<file path="config.mk">
export PLATFORM = sky130hd
export DESIGN_NAME = dvc_core
export DESIGN_NICKNAME = d
export VERILOG_FILES = /design/src/dvc_pkg.sv /design/src/dvc_core.sv /design/src/dvc_fifo.sv
export SDC_FILE = /design/constraint.sdc
export NUM_CORES = 2
export LEC_CHECK = 0
export BUFFER_PORTS_ARGS = -buffer_cell sky130_fd_sc_hd__buf_2
export CAP_MARGIN = 20
export CORE_MARGIN = 5
export CORE_UTILIZATION = 60
export CTS_CLUSTER_DIAMETER = 40
export DETAILED_ROUTE_END_ITERATION = 10
export PLACE_DENSITY = 0.77
export SYNTH_ARGS = -nofsm -noshare
export SYNTH_HDL_FRONTEND = slang
export SYNTH_SLANG_ARGS = --single-unit
</file>
<file path="constraint.sdc">
create_clock -name clk_sys -period 23.3 [get_ports clk_sys]
set_input_delay 0 -clock clk_sys [delete_from_list [all_inputs] [get_ports clk_sys]]
set_output_delay 0 -clock clk_sys [all_outputs]
set_load 0.02 [all_outputs]
</file>
<file path="src/dvc_pkg.sv">
// Constants, register map and carrier types of the playback volume and compressor block
package dvc_pkg;

    // ************************************************************
    // Sample format
    // ************************************************************
    localparam int SAMP_W = 24;
    localparam int FIFO_DEPTH = 8;
    localparam logic [23:0] SAT_POS = 24'h7fffff;
    localparam logic [23:0] SAT_NEG = 24'h800000;

    // ************************************************************
    // Register map
    // ************************************************************
    localparam logic [7:0] ADDR_RGAIN = 8'h42;
    localparam logic [7:0] ADDR_CTL1 = 8'h44;
    localparam logic [7:0] ADDR_CTL2 = 8'h45;
    localparam logic [7:0] RGAIN_RST = 8'h00;
    localparam logic [7:0] CTL1_RST = 8'h0f;
    localparam logic [7:0] CTL2_RST = 8'h38;
    // Writable bits; reserved bits always hold zero
    localparam logic [7:0] CTL1_WMASK = 8'h7f;
    localparam logic [7:0] CTL2_WMASK = 8'h78;
    localparam logic [7:0] RDATA_NONE = 8'h00;
    localparam int CTL1_LEFT_EN = 6;
    localparam int CTL1_RIGHT_EN = 5;
    localparam int CTL1_THR_LSB = 2;
    localparam int CTL1_HYS_LSB = 0;
    localparam int CTL2_HOLD_LSB = 3;

    // ************************************************************
    // Gain coding, half-decibel steps
    // ************************************************************
    localparam logic [7:0] GAIN_MAX = 8'h30;
    localparam logic [7:0] GAIN_MIN = 8'h81;
    localparam logic [7:0] GAIN_RSV = 8'h80;
    localparam logic [7:0] GAIN_OFS = 8'h84;
    localparam logic [7:0] GAIN_OCT = 8'h0c;
    localparam logic [4:0] SHIFT_BASE = 5'h19;
    localparam logic [7:0] ONE_STEP = 8'h01;
    // Mantissa 10^(r/40) for r = 0..11 in Q2.14
    localparam logic [11:0][15:0] MANT_TAB = {
        16'h788e, 16'h71cf, 16'h6b71, 16'h656e, 16'h5fc2, 16'h5a67,
        16'h5558, 16'h5092, 16'h4c10, 16'h47cf, 16'h43cb, 16'h4000};

    typedef enum logic [1:0] {
        DVC_STEP_ONE = 2'b00,
        DVC_STEP_TWO = 2'b01,
        DVC_STEP_JUMP = 2'b10,
        DVC_STEP_RSV = 2'b11
    } dvc_step_type;

    // ************************************************************
    // Compressor
    // ************************************************************
    localparam logic [5:0] RED_MAX = 6'h30;
    localparam logic [17:0] HOLD_BASE = 18'h00020;
    localparam logic [17:0] HOLD_LIN_BASE = 18'h10000;
    localparam logic [17:0] HOLD_LIN_STEP = 18'h08000;
    localparam logic [3:0] HOLD_LOG_LAST = 4'hc;
    localparam logic [3:0] HOLD_OFF = 4'h0;
    localparam int HYS_FRAC = 15;
    // Threshold magnitudes, -3 dB .. -21 dB, last two codes equal
    localparam logic [7:0][23:0] THR_TAB = {
        24'h0b6879, 24'h0b6879, 24'h101d57, 24'h16c30f,
        24'h20272d, 24'h2d6a6c, 24'h4027c2, 24'h5a9df7};
    // Release factor for 0..3 dB hysteresis in Q1.15
    localparam logic [3:0][15:0] HYS_TAB = {16'h5a9e, 16'h65ad, 16'h7215, 16'h8000};

    // ************************************************************
    // Carrier types
    // ************************************************************
    typedef struct packed {
        logic [SAMP_W-1:0] left;
        logic [SAMP_W-1:0] right;
    } dvc_frame_type;

    typedef struct packed {
        logic [1:0] wsync;
        logic wprev;
        logic half;
        logic [7:0] rgain;
        logic [7:0] ctl1;
        logic [7:0] ctl2;
        logic [7:0] rdata;
        logic rvalid;
        logic [1:0][7:0] cur;
        logic [1:0][5:0] red;
        logic [1:0][17:0] hold;
        dvc_frame_type odata;
        logic ovalid;
    } dvc_core_state_type;

    // Hold length in word clocks for a hold code
    function automatic logic [17:0] hold_len(input logic [3:0] code);
        logic [17:0] len;
        len = '0;
        if (code == HOLD_OFF) begin
            len = '0;
        end else if (code <= HOLD_LOG_LAST) begin
            len = HOLD_BASE << (code - 4'h1);
        end else begin
            len = HOLD_LIN_BASE + 18'(HOLD_LIN_STEP * 18'(code - HOLD_LOG_LAST));
        end
        return len;
    endfunction : hold_len

    // Reserved gain codes fall back to the nearest legal code
    function automatic logic [7:0] clamp_gain(input logic [7:0] code);
        logic [7:0] res;
        res = code;
        if ($signed(code) > $signed(GAIN_MAX)) begin
            res = GAIN_MAX;
        end else if (code == GAIN_RSV) begin
            res = GAIN_MIN;
        end
        return res;
    endfunction : clamp_gain

endpackage : dvc_pkg

</file>
<file path="src/dvc_core.sv">
// Playback volume and dynamic range compressor with its control registers
`timescale 1ns/10ps

// Summary of operation
// - Right gain register holds a signed code in half-decibel steps.
// - Code 0x30 gives +24 dB, each lower code half a decibel less.
// - Code 0xFF gives -0.5 dB, continuing down in two's complement.
// - Code 0x81 gives -63.5 dB; 0x80 is reserved, can be written, and acts as 0x81.
// - Right gain resets to zero, which is unity gain.
// - Control one bit 6 enables compression on the left channel, reset clear.
// - Control one bit 5 enables compression on the right channel, reset clear.
// - Three-bit threshold, -3 to -21 dB in 3 dB steps, resets to -12 dB.
// - Two-bit hysteresis of 0 to 3 dB, resets to 3 dB.
// - Reserved bits take only reset values and read back those values.
// - Hold code zero disables the compressor hold.
// - Hold codes 1 to 12 give 32 word clocks doubled per code.
// - Hold codes 13 to 15 give 98304, 131072 and 163840 word clocks.
// - Hold code resets to 7, a hold of 2048 word clocks.
// - Gain moves one step per sample, per two samples, or jumps.
module dvc_core (
    input wire logic clk_sys,
    input wire logic rst_b,
    input wire logic reg_wr,
    input wire logic reg_rd,
    input wire logic [7:0] reg_addr,
    input wire logic [7:0] reg_wdata,
    output logic [7:0] reg_rdata,
    output logic reg_rvalid,
    input wire logic samp_valid,
    output logic samp_ready,
    input wire dvc_pkg::dvc_frame_type samp_data,
    input wire logic wclk_pin,
    input wire logic [7:0] left_gain,
    input wire logic [1:0] soft_step,
    output dvc_pkg::dvc_frame_type out_data,
    output logic out_valid,
    output logic [1:0] drc_active
);

    dvc_pkg::dvc_core_state_type st_r;
    dvc_pkg::dvc_core_state_type st_nxt;
    dvc_pkg::dvc_frame_type head;
    logic head_valid;
    logic tick;
    logic [1:0] drc_en;
    logic [1:0] over;
    logic [1:0] under;
    logic [1:0][7:0] target;
    logic [1:0][23:0] samp_in;
    logic [1:0][23:0] samp_out;
    logic [23:0] thr_lvl;
    logic [23:0] rel_lvl;
    logic [39:0] rel_prod;
    logic [17:0] hold_load;
    logic step_go;

    // ************************************************************
    // Sample buffer, drained one frame per word clock
    // ************************************************************
    dvc_fifo #(
        .WIDTH($bits(dvc_pkg::dvc_frame_type)),
        .DEPTH(dvc_pkg::FIFO_DEPTH)
    ) u_fifo (
        .clk_sys(clk_sys),
        .rst_b(rst_b),
        .in_valid(samp_valid),
        .in_ready(samp_ready),
        .in_data(samp_data),
        .out_valid(head_valid),
        .out_ready(tick),
        .out_data(head)
    );

    // Word clock edge after the synchroniser
    assign tick = st_r.wsync[1] && !st_r.wprev;

    // Control fields
    assign drc_en[0] = st_r.ctl1[dvc_pkg::CTL1_LEFT_EN];
    assign drc_en[1] = st_r.ctl1[dvc_pkg::CTL1_RIGHT_EN];
    assign thr_lvl = dvc_pkg::THR_TAB[st_r.ctl1[dvc_pkg::CTL1_THR_LSB +: 3]];
    assign rel_prod = thr_lvl * dvc_pkg::HYS_TAB[st_r.ctl1[dvc_pkg::CTL1_HYS_LSB +: 2]];
    assign rel_lvl = rel_prod[dvc_pkg::HYS_FRAC +: 24];
    assign hold_load = dvc_pkg::hold_len(st_r.ctl2[dvc_pkg::CTL2_HOLD_LSB +: 4]);
    assign target[0] = dvc_pkg::clamp_gain(left_gain);
    assign target[1] = dvc_pkg::clamp_gain(st_r.rgain);
    assign samp_in[0] = head_valid ? head.left : '0;
    assign samp_in[1] = head_valid ? head.right : '0;

    // Soft-step pacing
    always_comb begin
        case (dvc_pkg::dvc_step_type'(soft_step))
            dvc_pkg::DVC_STEP_ONE: step_go = 1'b1;
            dvc_pkg::DVC_STEP_TWO: step_go = st_r.half;
            default: step_go = 1'b0;
        endcase
    end

    // ************************************************************
    // Per-channel gain and level detection
    // ************************************************************
    for (genvar ch = 0; ch < 2; ch++) begin : g_chan
        logic signed [8:0] eff;
        logic [7:0] idx;
        logic [7:0] quot;
        logic [7:0] rem;
        logic [4:0] shamt;
        logic signed [40:0] prod;
        logic signed [40:0] shifted;
        logic [23:0] mag;
        logic [23:0] sat;

        // Effective gain is the volume less the compressor cut
        always_comb begin
            eff = 9'($signed(st_r.cur[ch])) - $signed({3'b000, st_r.red[ch]});
            if (eff < $signed({1'b1, dvc_pkg::GAIN_MIN})) begin
                eff = $signed({1'b1, dvc_pkg::GAIN_MIN});
            end
        end

        // Octave and half-decibel position of the gain
        assign idx = 8'(eff + $signed({1'b0, dvc_pkg::GAIN_OFS}));
        assign quot = idx / dvc_pkg::GAIN_OCT;
        assign rem = idx % dvc_pkg::GAIN_OCT;
        assign shamt = dvc_pkg::SHIFT_BASE - quot[4:0];
        assign prod = $signed(samp_in[ch]) * $signed({1'b0, dvc_pkg::MANT_TAB[rem[3:0]]});
        assign shifted = prod >>> shamt;

        // Saturate to the sample width
        always_comb begin
            if ((&shifted[40:23]) || !(|shifted[40:23])) begin
                sat = shifted[23:0];
            end else if (shifted[40]) begin
                sat = dvc_pkg::SAT_NEG;
            end else begin
                sat = dvc_pkg::SAT_POS;
            end
        end
        assign samp_out[ch] = sat;

        // Level against threshold and release point
        assign mag = samp_out[ch][23] ? 24'(-samp_out[ch]) : samp_out[ch];
        assign over[ch] = drc_en[ch] && (mag > thr_lvl);
        assign under[ch] = mag < rel_lvl;
    end

    // ************************************************************
    // Next state
    // ************************************************************
    always_comb begin
        st_nxt = st_r;
        st_nxt.wsync = {st_r.wsync[0], wclk_pin};
        st_nxt.wprev = st_r.wsync[1];
        st_nxt.ovalid = 1'b0;
        st_nxt.rvalid = reg_rd;
        // Register writes
        if (reg_wr) begin
            if (reg_addr == dvc_pkg::ADDR_RGAIN) begin
                st_nxt.rgain = reg_wdata;
            end else if (reg_addr == dvc_pkg::ADDR_CTL1) begin
                st_nxt.ctl1 = reg_wdata & dvc_pkg::CTL1_WMASK;
            end else if (reg_addr == dvc_pkg::ADDR_CTL2) begin
                st_nxt.ctl2 = reg_wdata & dvc_pkg::CTL2_WMASK;
            end
        end
        // Register reads
        if (reg_rd) begin
            if (reg_addr == dvc_pkg::ADDR_RGAIN) begin
                st_nxt.rdata = st_r.rgain;
            end else if (reg_addr == dvc_pkg::ADDR_CTL1) begin
                st_nxt.rdata = st_r.ctl1;
            end else if (reg_addr == dvc_pkg::ADDR_CTL2) begin
                st_nxt.rdata = st_r.ctl2;
            end else begin
                st_nxt.rdata = dvc_pkg::RDATA_NONE;
            end
        end
        // Per word clock: output, soft step and compressor
        if (tick) begin
            st_nxt.half = !st_r.half;
            st_nxt.ovalid = 1'b1;
            st_nxt.odata.left = samp_out[0];
            st_nxt.odata.right = samp_out[1];
            for (int c = 0; c < 2; c++) begin
                if (!step_go && (soft_step[1] == 1'b1)) begin
                    st_nxt.cur[c] = target[c];
                end else if (step_go && ($signed(st_r.cur[c]) < $signed(target[c]))) begin
                    st_nxt.cur[c] = st_r.cur[c] + dvc_pkg::ONE_STEP;
                end else if (step_go && ($signed(st_r.cur[c]) > $signed(target[c]))) begin
                    st_nxt.cur[c] = st_r.cur[c] - dvc_pkg::ONE_STEP;
                end
                if (!drc_en[c]) begin
                    st_nxt.red[c] = '0;
                    st_nxt.hold[c] = '0;
                end else if (over[c]) begin
                    if (st_r.red[c] != dvc_pkg::RED_MAX) begin
                        st_nxt.red[c] = st_r.red[c] + 6'h01;
                    end
                    st_nxt.hold[c] = hold_load;
                end else if (st_r.hold[c] != '0) begin
                    st_nxt.hold[c] = (hold_load == '0) ? '0 : st_r.hold[c] - 1'b1;
                end else if (under[c] && (st_r.red[c] != '0)) begin
                    st_nxt.red[c] = st_r.red[c] - 6'h01;
                end
            end
        end
    end

    // State register with documented reset values
    always_ff @(posedge clk_sys or negedge rst_b) begin
        if (!rst_b) begin
            st_r <= '0;
            st_r.rgain <= dvc_pkg::RGAIN_RST;
            st_r.ctl1 <= dvc_pkg::CTL1_RST;
            st_r.ctl2 <= dvc_pkg::CTL2_RST;
        end else begin
            st_r <= st_nxt;
        end
    end

    // Outputs
    assign reg_rdata = st_r.rdata;
    assign reg_rvalid = st_r.rvalid;
    assign out_data = st_r.odata;
    assign out_valid = st_r.ovalid;
    assign drc_active[0] = (st_r.red[0] != '0);
    assign drc_active[1] = (st_r.red[1] != '0);

    // ************************************************************
    // Checks
    // ************************************************************
    a_gain_reset_zero : assert property (@(posedge clk_sys)
        $rose(rst_b) |-> (st_r.rgain == dvc_pkg::RGAIN_RST) && (st_r.ctl2 == dvc_pkg::CTL2_RST))
        else $error("Reset values wrong");

    a_ctl1_resv_read : assert property (@(posedge clk_sys) disable iff (!rst_b)
        reg_rd && (reg_addr == dvc_pkg::ADDR_CTL1) |=> reg_rvalid && !reg_rdata[7])
        else $error("Control one reserved bit reads set");

    a_ctl2_resv_read : assert property (@(posedge clk_sys) disable iff (!rst_b)
        reg_rd && (reg_addr == dvc_pkg::ADDR_CTL2) |=> (reg_rdata[7] == 1'b0)
        && (reg_rdata[2:0] == 3'b000))
        else $error("Control two reserved bits read set");

    a_left_disabled : assert property (@(posedge clk_sys) disable iff (!rst_b)
        tick && !st_r.ctl1[dvc_pkg::CTL1_LEFT_EN] |=> !drc_active[0] ##1 !drc_active[0])
        else $error("Left compressor active while disabled");

    a_right_disabled : assert property (@(posedge clk_sys) disable iff (!rst_b)
        tick && !st_r.ctl1[dvc_pkg::CTL1_RIGHT_EN] |=> (st_r.red[1] == '0))
        else $error("Right compressor active while disabled");

    a_hold_blocks_rel : assert property (@(posedge clk_sys) disable iff (!rst_b)
        tick && drc_en[1] && (st_r.hold[1] != '0) |=> (st_r.red[1] >= $past(st_r.red[1])))
        else $error("Gain restored during hold");

    a_hold_reload : assert property (@(posedge clk_sys) disable iff (!rst_b)
        tick && over[1] |=> (st_r.hold[1] == $past(hold_load)))
        else $error("Hold not reloaded on attack");

    a_hold_off_zero : assert property (@(posedge clk_sys) disable iff (!rst_b)
        tick && (st_r.ctl2[6:3] == dvc_pkg::HOLD_OFF) |=> (st_r.hold[1] == '0))
        else $error("Hold runs while disabled");

    a_tick_only : assert property (@(posedge clk_sys) disable iff (!rst_b)
        !tick |=> $stable(st_r.red) && $stable(st_r.cur))
        else $error("Compressor moved without word clock");

    a_jump_mode : assert property (@(posedge clk_sys) disable iff (!rst_b)
        tick && (soft_step == dvc_pkg::DVC_STEP_JUMP) |=> (st_r.cur[1] == $past(target[1])))
        else $error("Jump mode did not reach target");

    a_single_step : assert property (@(posedge clk_sys) disable iff (!rst_b)
        tick && (soft_step == dvc_pkg::DVC_STEP_ONE) && (st_r.cur[1] != target[1])
        |=> (st_r.cur[1] == $past(st_r.cur[1]) + 8'h01)
        || (st_r.cur[1] == $past(st_r.cur[1]) - 8'h01))
        else $error("Soft step size wrong");

    a_max_boost : assert property (@(posedge clk_sys) disable iff (!rst_b)
        $signed(st_r.cur[1]) <= $signed(dvc_pkg::GAIN_MAX))
        else $error("Gain above maximum boost");

    a_hold_log_top : assert property (@(posedge clk_sys) disable iff (!rst_b)
        (st_r.ctl2[dvc_pkg::CTL2_HOLD_LSB +: 4] == 4'hc) |-> (hold_load == 18'h10000))
        else $error("Hold length at code twelve wrong");

    a_hold_lin_top : assert property (@(posedge clk_sys) disable iff (!rst_b)
        (st_r.ctl2[dvc_pkg::CTL2_HOLD_LSB +: 4] == 4'hf) |-> (hold_load == 18'h28000))
        else $error("Longest hold length wrong");

    c_attack : cover property (@(posedge clk_sys) disable iff (!rst_b)
        tick && over[1]);
    c_release : cover property (@(posedge clk_sys) disable iff (!rst_b)
        drc_active[1] ##1 !drc_active[1]);
    c_fifo_full : cover property (@(posedge clk_sys) disable iff (!rst_b)
        samp_valid && !samp_ready);

endmodule : dvc_core

</file>
<file path="src/dvc_fifo.sv">
// Sample FIFO with valid and ready on both sides
`timescale 1ns/10ps
module dvc_fifo #(
    parameter int WIDTH = 48,
    parameter int DEPTH = 8
) (
    input wire logic clk_sys,
    input wire logic rst_b,
    input wire logic in_valid,
    output logic in_ready,
    input wire logic [WIDTH-1:0] in_data,
    output logic out_valid,
    input wire logic out_ready,
    output logic [WIDTH-1:0] out_data
);

    localparam int AW = $clog2(DEPTH);
    localparam logic [AW:0] FULL_CNT = (AW + 1)'(DEPTH);

    typedef struct packed {
        logic [DEPTH-1:0][WIDTH-1:0] mem;
        logic [AW-1:0] wp;
        logic [AW-1:0] rp;
        logic [AW:0] cnt;
    } dvc_fifo_state_type;

    dvc_fifo_state_type st_r;
    dvc_fifo_state_type st_nxt;
    logic push;
    logic pop;

    // Honest full and empty flags
    assign in_ready = (st_r.cnt != FULL_CNT);
    assign out_valid = (st_r.cnt != '0);
    assign out_data = st_r.mem[st_r.rp];
    assign push = in_valid && in_ready;
    assign pop = out_valid && out_ready;

    // ************************************************************
    // Next state
    // ************************************************************
    always_comb begin
        st_nxt = st_r;
        if (push) begin
            st_nxt.mem[st_r.wp] = in_data;
            st_nxt.wp = st_r.wp + 1'b1;
        end
        if (pop) begin
            st_nxt.rp = st_r.rp + 1'b1;
        end
        if (push && !pop) begin
            st_nxt.cnt = st_r.cnt + 1'b1;
        end else if (pop && !push) begin
            st_nxt.cnt = st_r.cnt - 1'b1;
        end
    end

    // State register
    always_ff @(posedge clk_sys or negedge rst_b) begin
        if (!rst_b) begin
            st_r <= '0;
        end else begin
            st_r <= st_nxt;
        end
    end

    a_fifo_no_overrun : assert property (@(posedge clk_sys) disable iff (!rst_b)
        st_r.cnt <= FULL_CNT)
        else $error("FIFO count above depth");

endmodule : dvc_fifo

</file>
==> flow_summary.json <==
{
  "outcome": "complete, no violations",
  "antenna_left": 0,
  "critPathMaxFanout": 39,
  "portBuffers": 140,
  "grt_first_pass_wirelength_um": 354600,
  "criticalPathCategory": "reg -> reg",
  "clock_latency_ns": 0.76,
  "grt_usage_pct": 33.70,
  "yosys_warnings": 0,
  "synth_nets": 9656,
  "dp_hpwl_um": 163800,
  "cts_inserted_buffers": 81,
  "fmax_ghz": 0.04555,
  "place.gp.congestion": 0.9822,
  "setup-tns-final_ns": 0,
  "final_common_cell": "inv_1",
  "die-width_um": 364.7,
  "synth_cell_types": 123,
  "die-area_um2": 133000,
  "rr_worst_depth": 80,
  "dr_total_vias": 61350,
  "fp.dieH_um": 364.7,
  "max_stage_delay_ns": 0.94,
  "final_layout_size_suffix_gt1_share_pct": 13.71,
  "cp.required_ns": 23.86,
  "cts_max_path_buffers": 3,
  "ys_seq_area_share_pct": 17.88,
  "drtIter0Drc": 6323,
  "wirelength_um": 222200,
  "first_pass_iters": 7,
  "setup_slack_ns": 1.348,
  "tightestPinTransition_ns": 1.238,
  "hold_path.class": "in -> reg",
  "ys_ff_latch": 539,
  "rsz0062_at_grt": "no",
  "yosysTopAreaCell": "fa_1",
  "cts_root_buf": "clkbuf_16",
  "syn_area_um2": 75490,
  "start_util_pct": 60.27,
  "coreArea_um2": 125200,
  "finalSetupViolations": 0,
  "holdPathStages": 6,
  "skew_ns": 0.1110,
  "path_clk_slew_ns": 0.05,
  "drcViolationCount": 0,
  "post-route-min-period_ns": 21.95,
  "r2r_setup_slack_ns": 1.35,
  "layout.nets": 9653,
  "slowest_stage": "o21ai_1",
  "netlist_instances": 8092,
  "cts_setup_buffers": 0,
  "antenna_found_initial": 28,
  "cp-start-kind": "flip-flop",
  "grt_overflow": 0,
  "endpoint_kind": "flip-flop",
  "place_area_um2": 77370,
  "viasPerCell": 6.245,
  "synth_edf_count": 0,
  "maxSlewHeadroom_pct": 16.93,
  "final_area_um2": 81460,
  "drv_cap": 0,
  "ys.flop_type": "dfrtp_1",
  "clkSinkCount": 539,
  "async_flop_share_pct": 100.0,
  "hold_viol_final": 0,
  "cts_tree": "yes",
  "yosys.area.top_type_share_pct": 25.96,
  "period_share_pct": 94.22,
  "rows": 130,
  "synth.area.top_cells": "fa_1 (26%), dfrtp_1 (18%), ha_1 (8.4%)",
  "pin_count": 141,
  "wl_per_cell_um": 22.62,
  "dpl_worst_slack_ns": 1.284,
  "cp_common_cell": "o21ai_0",
  "maxSlewViolCount": 0,
  "grt_pass1_vias": 64010,
  "grt_max_degree": 155,
  "syn_area_per_cell_um2": 9.329,
  "ctsHtreeMaxLevel": 3,
  "layout_common_cells": "inv_1 (1,334), fa_1 (979), nand2_1 (863)",
  "cp_data_arrival_time_ns": 22.51,
  "synthToLayoutAreaGrowth_pct": 7.904
}
[critical path: cells and delay by family, from the launching register on]
family	cells	cell delay [ns]
xor gates and xnor gates	5	1.47
AOI/OAI and AO/OA	31	8.65
DFF	1	0.41
and+or+nand+nor	19	3.67
buffers and inverters	11	1.98
muxes	1	0.18
adders and majority gates	13	5.46
[Yosys cell counts (53+ instances only)]
cell      count
inv_1      1334
fa_1        979
nand2_1     865
dfrtp_1     532
ha_1        505
nor2_1      488
mux2_2      434
a21oi_1     296
o21ai_0     280
clkbuf_1    275
mux2i_1     136
xnor2_1     123
mux4_2      111
nor3_1      106
nand3_1     103
and2_1      102
a21o_1       97
nor2b_1      91
nand2b_1     89
buf_4        76
nand4_1      55
o211ai_1     54
xor2_1       53
[through the flow]
stage                     cells  hold WS [ns]  utilization (%)
final                      9824       0.09332            65.04
after CTS                  9802       0.02442            64.91
after detailed placement   9559       0.06763            61.78
after global routing       9817        0.1059            65.02
after floorplan            8092       -0.2956                -
after global placement     9557       0.06686            61.76
[path summary, 6_finish.rpt]
kind,end,startpoint
min reg2reg,st_nxt[147],st_nxt[149]
min,reg_rdata[2],reg_addr[3]
max reg2reg,st_r[95],st_r[105]
max,st_r[95],st_r[105]
max in group asynchronous,u_fifo.st_r[144],rst_b
min in group asynchronous,st_r[107],rst_b
[per-layer routing]
layer / wire (µm) / vias to the layer above / global-route usage, %
met5: 57 / - / 0
met4: 9671 / 8 / 13.54
li1: - / 26750 / -
met2: 104000 / 3107 / 54.27
met3: 20580 / 646 / 6.867
met1: 87880 / 30840 / 45.10
[logic make-up after synthesis]
logic type / count (synthesis) / synth area share (%)
compound gates: 1285 / 11.59
xor+xnor: 176 / 2.042
fa+ha+maj: 1485 / 34.35
buf+inv: 1801 / 9.507
flops: 539 / 17.88
mux: 682 / 11.61
simple gates: 2124 / 13.03
[registers in the layout, summed over array words and instances, names as in the netlist]
register     cells
u_fifo.st_r    394
st_r            83
out_data        48
reg_rdata        8
drc_en           2
st_nxt           2
out_valid        1
reg_rvalid       1
[area by class of cell]
cell class	instances	area (µm²)
clock inverter	57	842.1
clock buffer	94	2146
inverter	1348	5060
antenna	17	42.54
timing repair buffer	366	2703
fill	9820	43790
sequential	539	13510
multi-input combinational	5753	55090
tap	1650	2064
[what timing repair did]
action	4_1_cts	5_1_grt
hold buffers	92	0
hold endpoints to repair	523	0
resized for setup	0	15
endpoints found under the setup margin	0	5
Power is not shown: default switching activity piles up to over one toggle a cycle in this logic, so the estimate is an artifact.
